**src/rtl/dgp_pkg.sv**
```systemverilog
package dgp_pkg;

  // Bus widths
  localparam int unsigned ADDR_W = 3;
  localparam int unsigned DATA_W = 8;
  localparam int unsigned PA_W = 5;
  localparam int unsigned PB_W = 8;
  localparam int unsigned ANA_W = 3;
  localparam int unsigned CHG_W = 4;
  localparam int unsigned ANA_PINS = 4;

  // Register word addresses
  localparam logic [2:0] ADDR_PA_DATA = 3'h0;
  localparam logic [2:0] ADDR_PB_DATA = 3'h1;
  localparam logic [2:0] ADDR_PA_DIR = 3'h2;
  localparam logic [2:0] ADDR_PB_DIR = 3'h3;
  localparam logic [2:0] ADDR_ANA_CFG = 3'h4;
  localparam logic [2:0] ADDR_OPTION = 3'h5;
  localparam logic [2:0] ADDR_INT_CTRL = 3'h6;

  // Field positions
  localparam int unsigned OPT_PULLUP_DIS_BIT = 7;
  localparam int unsigned INT_FLAG_BIT = 0;
  localparam int unsigned INT_CHG_EN_BIT = 3;
  localparam int unsigned PA_OD_BIT = 4;
  localparam int unsigned CHG_LSB = 4;

  // Reset values
  localparam logic [4:0] PA_DIR_RST = 5'h1F;
  localparam logic [7:0] PB_DIR_RST = 8'hFF;
  localparam logic [7:0] OPTION_RST = 8'hFF;
  localparam logic [2:0] ANA_CFG_RST = 3'h0;
  localparam logic [4:0] PA_DATA_POR = 5'h00;
  localparam logic [7:0] PB_DATA_POR = 8'h00;
  localparam logic [3:0] ANA_ALL_MASK = 4'hF;
  localparam logic [7:0] RD_ZERO = 8'h00;

endpackage : dgp_pkg

```
**src/rtl/dgp_gpio.sv**
```systemverilog
// Behaviour
// - Eight-pin second port, latch and direction
// - Direction one puts pin in input
// - Direction zero drives latch onto pin
// - Clear pull-up disable enables input-pin pull-ups
// - Output pins never get pull-ups
// - Option register resets to all ones
// - Enabled peripheral overrides pin direction
// - Only upper input pins detect changes
// - Port read latches snapshot for comparison
// - Mismatches ORed into one change flag
// - Change condition can wake from sleep
// - Mismatch keeps setting; read then clear
// - Second direction all ones; data held on soft reset
// - First direction ones, upper bits zero
// - Analog select field resets to zero
// - First port reads pins, writes latch
// - Lower first-port pins analog after power-on
`timescale 1ns/100ps
`default_nettype none

module dgp_gpio (
  input wire logic clk_i,
  input wire logic rst_n_i,
  input wire logic soft_rst_i,
  input wire logic [2:0] addr_i,
  input wire logic [7:0] wdata_i,
  input wire logic wr_i,
  input wire logic rd_i,
  output logic [7:0] rdata_o,
  input wire logic [4:0] pa_in_i,
  output logic [4:0] pa_out_o,
  output logic [4:0] pa_oe_o,
  input wire logic [7:0] pb_in_i,
  output logic [7:0] pb_out_o,
  output logic [7:0] pb_oe_o,
  output logic [7:0] pb_pullup_o,
  input wire logic [7:0] periph_en_i,
  input wire logic [7:0] periph_dir_i,
  output logic [2:0] analog_pin_select_o,
  output logic wake_o
);

  // Synchronised pin levels
  logic [4:0] pa_sync;
  logic [7:0] pb_sync;

  // Software-visible registers
  logic [4:0] first_port_data_reg;
  logic [7:0] second_port_data_reg;
  logic [4:0] first_port_direction_reg;
  logic [7:0] second_port_direction_reg;
  logic [2:0] analog_pin_select_reg;
  logic [7:0] timer_option_control_reg;
  logic chg_en_reg;

  // Change detector state
  logic [3:0] chg_snap;
  logic chg_mismatch;
  logic port_change_flag;

  // Address decode strobes
  logic wr_pa_data;
  logic wr_pb_data;
  logic wr_pa_dir;
  logic wr_pb_dir;
  logic wr_ana;
  logic wr_opt;
  logic wr_int;
  logic rd_pb_data;

  // Derived pin control
  logic [7:0] pb_dir_eff;
  logic [7:0] pb_pullup_next;
  logic [3:0] ana_mask;
  logic [4:0] pa_rd_val;
  logic [7:0] pb_rd_val;
  logic [7:0] int_rd_val;
  logic [7:0] rd_mux;
  logic [4:0] pa_oe_next;
  logic pullup_disable_n;

  // Pin synchronisers
  dgp_sync #(
    .W(dgp_pkg::PA_W)
  ) u_pa_sync (
    .clk_i(clk_i),
    .rst_n_i(rst_n_i),
    .async_i(pa_in_i),
    .sync_o(pa_sync)
  );

  dgp_sync #(
    .W(dgp_pkg::PB_W)
  ) u_pb_sync (
    .clk_i(clk_i),
    .rst_n_i(rst_n_i),
    .async_i(pb_in_i),
    .sync_o(pb_sync)
  );

  // Write strobes per register
  assign wr_pa_data = wr_i && (addr_i == dgp_pkg::ADDR_PA_DATA);
  assign wr_pb_data = wr_i && (addr_i == dgp_pkg::ADDR_PB_DATA);
  assign wr_pa_dir = wr_i && (addr_i == dgp_pkg::ADDR_PA_DIR);
  assign wr_pb_dir = wr_i && (addr_i == dgp_pkg::ADDR_PB_DIR);
  assign wr_ana = wr_i && (addr_i == dgp_pkg::ADDR_ANA_CFG);
  assign wr_opt = wr_i && (addr_i == dgp_pkg::ADDR_OPTION);
  assign wr_int = wr_i && (addr_i == dgp_pkg::ADDR_INT_CTRL);
  // Reading the second port is what re-arms the change snapshot
  assign rd_pb_data = rd_i && (addr_i == dgp_pkg::ADDR_PB_DATA);

  // Pull-ups enabled by the active-low bit
  assign pullup_disable_n = timer_option_control_reg[dgp_pkg::OPT_PULLUP_DIS_BIT];

  // Per-pin direction override and pull-up gating
  genvar gi;
  generate
    for (gi = 0; gi < dgp_pkg::PB_W; gi++) begin : g_pb_pin
      // Peripheral wins while enabled
      assign pb_dir_eff[gi] = periph_en_i[gi] ? periph_dir_i[gi] : second_port_direction_reg[gi];
      // Pull-up only on input pins and when globally enabled
      assign pb_pullup_next[gi] = !pullup_disable_n && pb_dir_eff[gi];
    end
  endgenerate

  // Analog pins per select code; higher codes free more pins as digital
  assign ana_mask = dgp_pkg::ANA_ALL_MASK >> analog_pin_select_reg;

  // Analog pins read as zero, upper bits unimplemented
  assign pa_rd_val = pa_sync & ~{1'b0, ana_mask};
  assign pb_rd_val = pb_sync;

  // Interrupt control readback
  assign int_rd_val = {4'h0, chg_en_reg, 2'h0, port_change_flag};

  // Open-drain top pin only pulls low
  assign pa_oe_next = {~first_port_direction_reg[dgp_pkg::PA_OD_BIT]
                       & ~first_port_data_reg[dgp_pkg::PA_OD_BIT],
                       ~first_port_direction_reg[3:0]};

  // Read mux; direction readback shows overrides, unmapped reads zero
  always_comb begin
    case (addr_i)
      dgp_pkg::ADDR_PA_DATA: rd_mux = {3'h0, pa_rd_val};
      dgp_pkg::ADDR_PB_DATA: rd_mux = pb_rd_val;
      dgp_pkg::ADDR_PA_DIR: rd_mux = {3'h0, first_port_direction_reg};
      dgp_pkg::ADDR_PB_DIR: rd_mux = pb_dir_eff;
      dgp_pkg::ADDR_ANA_CFG: rd_mux = {5'h00, analog_pin_select_reg};
      dgp_pkg::ADDR_OPTION: rd_mux = timer_option_control_reg;
      dgp_pkg::ADDR_INT_CTRL: rd_mux = int_rd_val;
      default: rd_mux = dgp_pkg::RD_ZERO;
    endcase
  end

  // Change detection on the upper four pins
  dgp_change_det u_chg (
    .clk_i(clk_i),
    .rst_n_i(rst_n_i),
    .pins_i(pb_sync[7:4]),
    .is_input_i(pb_dir_eff[7:4]),
    .snap_i(rd_pb_data),
    .flag_wr_i(wr_int),
    .flag_wdata_i(wdata_i[dgp_pkg::INT_FLAG_BIT]),
    .snap_o(chg_snap),
    .mismatch_o(chg_mismatch),
    .flag_o(port_change_flag)
  );

  // Output latches; cleared at power-on, kept on soft resets
  always_ff @(posedge clk_i or negedge rst_n_i) begin
    if (!rst_n_i) begin
      first_port_data_reg <= dgp_pkg::PA_DATA_POR;
      second_port_data_reg <= dgp_pkg::PB_DATA_POR;
    end else begin
      if (wr_pa_data) begin
        first_port_data_reg <= wdata_i[4:0];
      end
      if (wr_pb_data) begin
        second_port_data_reg <= wdata_i;
      end
    end
  end

  // Configuration registers; every reset restores them
  always_ff @(posedge clk_i or negedge rst_n_i) begin
    if (!rst_n_i) begin
      first_port_direction_reg <= dgp_pkg::PA_DIR_RST;
      second_port_direction_reg <= dgp_pkg::PB_DIR_RST;
      analog_pin_select_reg <= dgp_pkg::ANA_CFG_RST;
      timer_option_control_reg <= dgp_pkg::OPTION_RST;
      chg_en_reg <= 1'b0;
    end else if (soft_rst_i) begin
      // Soft reset beats a same-cycle write
      first_port_direction_reg <= dgp_pkg::PA_DIR_RST;
      second_port_direction_reg <= dgp_pkg::PB_DIR_RST;
      analog_pin_select_reg <= dgp_pkg::ANA_CFG_RST;
      timer_option_control_reg <= dgp_pkg::OPTION_RST;
      chg_en_reg <= 1'b0;
    end else begin
      if (wr_pa_dir) begin
        first_port_direction_reg <= wdata_i[4:0];
      end
      if (wr_pb_dir) begin
        second_port_direction_reg <= wdata_i;
      end
      if (wr_ana) begin
        analog_pin_select_reg <= wdata_i[2:0];
      end
      if (wr_opt) begin
        timer_option_control_reg <= wdata_i;
      end
      if (wr_int) begin
        chg_en_reg <= wdata_i[dgp_pkg::INT_CHG_EN_BIT];
      end
    end
  end

  // Registered pin drive; pins stay released during reset
  always_ff @(posedge clk_i or negedge rst_n_i) begin
    if (!rst_n_i) begin
      pa_out_o <= 5'h00;
      pa_oe_o <= 5'h00;
      pb_out_o <= 8'h00;
      pb_oe_o <= 8'h00;
      pb_pullup_o <= 8'h00;
    end else begin
      // Open-drain bit never drives high
      pa_out_o <= first_port_data_reg & {1'b0, 4'hF};
      pa_oe_o <= pa_oe_next;
      pb_out_o <= second_port_data_reg;
      pb_oe_o <= ~pb_dir_eff;
      pb_pullup_o <= pb_pullup_next;
    end
  end

  // Read data and status outputs
  always_ff @(posedge clk_i or negedge rst_n_i) begin
    if (!rst_n_i) begin
      rdata_o <= dgp_pkg::RD_ZERO;
      analog_pin_select_o <= dgp_pkg::ANA_CFG_RST;
      wake_o <= 1'b0;
    end else begin
      // Data valid only the cycle after the strobe
      rdata_o <= rd_i ? rd_mux : dgp_pkg::RD_ZERO;
      analog_pin_select_o <= analog_pin_select_reg;
      wake_o <= port_change_flag && chg_en_reg;
    end
  end
endmodule : dgp_gpio

`default_nettype wire

```
**src/rtl/dgp_sync.sv**
```systemverilog
`timescale 1ns/100ps
`default_nettype none

// Two-stage synchroniser for asynchronous pin levels
module dgp_sync #(
  parameter int unsigned W = 8
) (
  input wire logic clk_i,
  input wire logic rst_n_i,
  input wire logic [W-1:0] async_i,
  output logic [W-1:0] sync_o
);

  // First stage, read only by the second stage
  logic [W-1:0] meta_reg;

  // Both stages clear to zero, reset takes constants only
  always_ff @(posedge clk_i or negedge rst_n_i) begin
    if (!rst_n_i) begin
      meta_reg <= '0;
      sync_o <= '0;
    end else begin
      meta_reg <= async_i;
      sync_o <= meta_reg;
    end
  end

endmodule : dgp_sync

`default_nettype wire

```
**src/rtl/dgp_change_det.sv**
```systemverilog
`timescale 1ns/100ps
`default_nettype none

// Change detector on the upper second-port pins
module dgp_change_det (
  input wire logic clk_i,
  input wire logic rst_n_i,
  input wire logic [3:0] pins_i,
  input wire logic [3:0] is_input_i,
  input wire logic snap_i,
  input wire logic flag_wr_i,
  input wire logic flag_wdata_i,
  output logic [3:0] snap_o,
  output logic mismatch_o,
  output logic flag_o
);

  // Per-pin mismatch, outputs masked out
  logic [3:0] diff;
  logic flag_next;

  assign diff = (pins_i ^ snap_o) & is_input_i;
  assign mismatch_o = |diff;
  // Set beats a same-cycle clear, so a live change is never dropped
  assign flag_next = mismatch_o | (flag_wr_i ? flag_wdata_i : flag_o);

  // Snapshot follows every port read; flag keeps its value on soft resets
  always_ff @(posedge clk_i or negedge rst_n_i) begin
    if (!rst_n_i) begin
      snap_o <= 4'h0;
      flag_o <= 1'b0;
    end else begin
      if (snap_i) begin
        snap_o <= pins_i;
      end
      flag_o <= flag_next;
    end
  end

endmodule : dgp_change_det

`default_nettype wire

```
**config.mk**
```make
export PLATFORM = sky130hd
export DESIGN_NAME = dgp_gpio
export DESIGN_NICKNAME = d
export VERILOG_FILES = /design/src/rtl/dgp_pkg.sv /design/src/rtl/dgp_gpio.sv /design/src/rtl/dgp_sync.sv /design/src/rtl/dgp_change_det.sv
export SDC_FILE = /design/constraint.sdc
export NUM_CORES = 1
export LEC_CHECK = 0
export BUFFER_PORTS_ARGS = -buffer_cell sky130_fd_sc_hd__buf_2
export CORE_ASPECT_RATIO = 1.2
export CORE_UTILIZATION = 40
export CTS_CLUSTER_DIAMETER = 200
export DETAILED_ROUTE_END_ITERATION = 6
export GPL_ROUTABILITY_DRIVEN = 0
export REMOVE_ABC_BUFFERS = 1
export SLEW_MARGIN = 30
export SYNTH_ARGS = -nofsm -noshare
export SYNTH_HDL_FRONTEND = slang
export SYNTH_SLANG_ARGS = --single-unit
```
**constraint.sdc**
```tcl
create_clock -name clk_i -period 1.06 [get_ports clk_i]
set_input_delay 0.159 -clock clk_i [delete_from_list [all_inputs] [get_ports clk_i]]
set_output_delay 0.159 -clock clk_i [all_outputs]
set_load 0.05 [all_outputs]
```
==> results by group <==
Outcome
  • Outcome: complete, but fails checks
  • Failing checks: setup timing

Timing
  • Maximum clock frequency: 0.7976 GHz
  • Worst hold margin: 0.01449 ns
  • # setup viols final: 50
  • Unrepaired setup endpoints after global routing: true
  • Setup TNS: -1.770 ns
  • Final setup margin: -0.1938 ns
  • Fin crit period: 1.254 ns
  • Final Max Slew Viols: 0
  • Final Cycle Share: 118.3%
  • Fin. Hold Viols: 0
  • Setup Skew: 0.008471 ns

CTS
  • CTS Sinks: 114
  • H-tree levels: 4
  • Root Buffer: clkbuf_16
  • Clock latency on the worst-skew pair: 0.41 ns
  • Clk buf depth: 2
  • TritonCTS Buffers: 17
  • Clock-pin slew on the worst setup and hold paths: 0.05 ns
  • CTS tree: built

Finish
  • Antenna diodes: 0
  • Commonest non-fill, non-tap cell in the layout: dfrtp_1
  • Multi-input logic area: 0.001343 mm^2
  • # fillers: 795
  • Register area: 0.002880 mm^2
  • Layout cell share with drive strength beyond 1: 47.11%
  • Final Instance Area: 0.006248 mm^2
  • Nets: 516
  • Commonest non-fill, non-tap cells in the layout: 92 x dfrtp_1, 47 x buf_6, 43 x buf_2
  • Area delta synth->final: 49.75%

Floorplanning
  • Die area: 0.01085 mm^2
  • Starting Density: about two fifths
  • I/O Pins: 91
  • Die span in x: 95.24 um
  • Die Ht: 113.9 um
  • Core area: 0.01006 mm^2
  • Row Count: 40

Yosys
  • Ys async rst share: 100.0%
  • Yosys Warn Count: 0
  • Sequential area share after synthesis: between 60% and 70%
  • Post-Syn Instances: 312
  • Post-synth top flop: dfrtp_1
  • Count of cell types in the netlist: 38
  • #FFs+latches synth: between 100 and 150
  • Synthesized area per cell: 13.37 um^2
  • Post-synth EDFFs: 0
  • Mapped Area: 0.004173 mm^2

Placement
  • Hpwl dp: 6545 um
  • Worst slack, placed: -0.3041 ns
  • I/O Buffers: 89
  • Area after DPL: a little over 0.005 mm^2

Setup path
  • Critical Path RT: between 1 and 1.5 ns
  • Crit path kind: reg2reg
  • Crit end category: flip-flop
  • Worst Path Max Fanout: 5
  • Worst Path Arrival: 1.54 ns
  • Startpoint Class: flip-flop

Power and ir drop
  • Pwr dens: just under 2000 mW/mm^2
  • Power, Total: 12.15 mW
  • P_leak: 2.985 nW
  • Max VDD drop: around 0.0012 V

Drt
  • Drt pass-1 iters: 4
  • Vias: around 3000
  • 1st-iter DRT viols: about 190
  • Remaining antenna violation count after routing: 0
  • Post-DR vias/cell: 4.964
  • Drt wl/cell: 16.60 um
  • Residual DRC: 0
  • Drt total wl: 10130 um

GRT
  • First-pass GRT wire length: 16270 um
  • Grt total ovfl: 0
  • Largest net degree at the start of global routing: 62
  • Vias in the first global route: 3110
  • Initial antenna violation count: 0
  • Gr usage total: 20.93%

Min path
  • Worst hold path type: in2reg

Flow run
  • Max-cap viol count: 0
-- stage by stage --
step                      util, %  instances
final                       62.11        610
after CTS                   61.79        610
after global placement      50.60        559
after detailed placement    50.60        559
after global routing        62.11        610
after floorplan                 -        301
-- final timing paths --
path                       depth (start not counted)  slack [ns]                     endpoint                      from
max in group asynchronous                          3        0.42  first_port_direction_reg[4]                   rst_n_i
hold reg to reg                                    0        0.35          u_pa_sync.sync_o[4]     u_pa_sync.meta_reg[4]
setup / recovery                                   4       -0.19                   rdata_o[0]  analog_pin_select_reg[2]
setup reg to reg                                   4       -0.19                   rdata_o[0]  analog_pin_select_reg[2]
hold / removal                                     3        0.01  timer_option_control_reg[7]                wdata_i[7]
min in group asynchronous                          3        0.31               pb_pullup_o[6]                   rst_n_i
-- cell usage after synthesis, types with 5 or more instances --
master / n / area share [%]
dfstp_2: 21 / 13
mux2_2: 18 / 4.9
nand3b_1: 16 / 2.9
a21oi_1: 6 / 0.72
inv_1: 6 / 0.54
nor2_1: 30 / 2.7
nand2_1: 39 / 3.5
a211oi_1: 5 / 0.90
a211o_1: 5 / 1.0
nor2b_1: 6 / 0.90
dfrtp_1: 93 / 56
mux2i_1: 17 / 4.1
-- worst max-delay path, cell delays in order (launching register included) --
cell      delay [ns]
dfrtp_2         0.43
nor2b_4         0.14
a221oi_2        0.29
a21oi_2         0.06
o211a_1         0.21
-- per-layer routing --
layer  track usage [%]  share of wire [%]  vias up
li1                  -                  -     1385
met1             26.39                 41     1520
met3             6.067                5.2       22
met5                 0                  0        -
met4             10.71                3.1        0
met2             32.57                 51      101
-- cells by family (layout without fill, tap and decap cells) --
kind of cell / Yosys count / after routing / share of synthesized area [%]
mux: 35 / 35 / 8.935
compound gates: 33 / 33 / 5.967
other cells: 1 / 1 / 0.08987
simple gates: 108 / 108 / 13.16
xor+xnor: 4 / 4 / 0.8395
buf+inv: 17 / 189 / 2.009
flops: 114 / 114 / 69.00
-- area by class of cell --
| class | instances | area share [%] |
|---|---|---|
| clock inverters | 5 | 0.8010 |
| inverters | 6 | 0.3604 |
| multi-input cells | 181 | 21.49 |
| repair buffers | 151 | 20.68 |
| well taps | 126 | 2.523 |
| clock buffers | 27 | 8.050 |
| flip-flops and latches | 114 | 46.10 |
-- where the power goes --
part / leakage, nW / internal [mW] / switching, mW / total [mW]
Combinational: 1.33 / 0.816 / 1.12 / 1.93
Clock: 0.275 / 3.45 / 1.80 / 5.25
Sequential: 1.38 / 4.77 / 0.204 / 4.97
-- timing repair --
item | 4_1_cts | 5_1_grt
resized for setup | 113 | 6
pin swaps | 12 | 8
endpoints found under the setup margin | 55 | 55
buffers inserted | 3 | 0
hold endpoints to repair | 108 | 0
hold buffers | 16 | 0
Note: power is estimated with default switching activity, not from simulation.
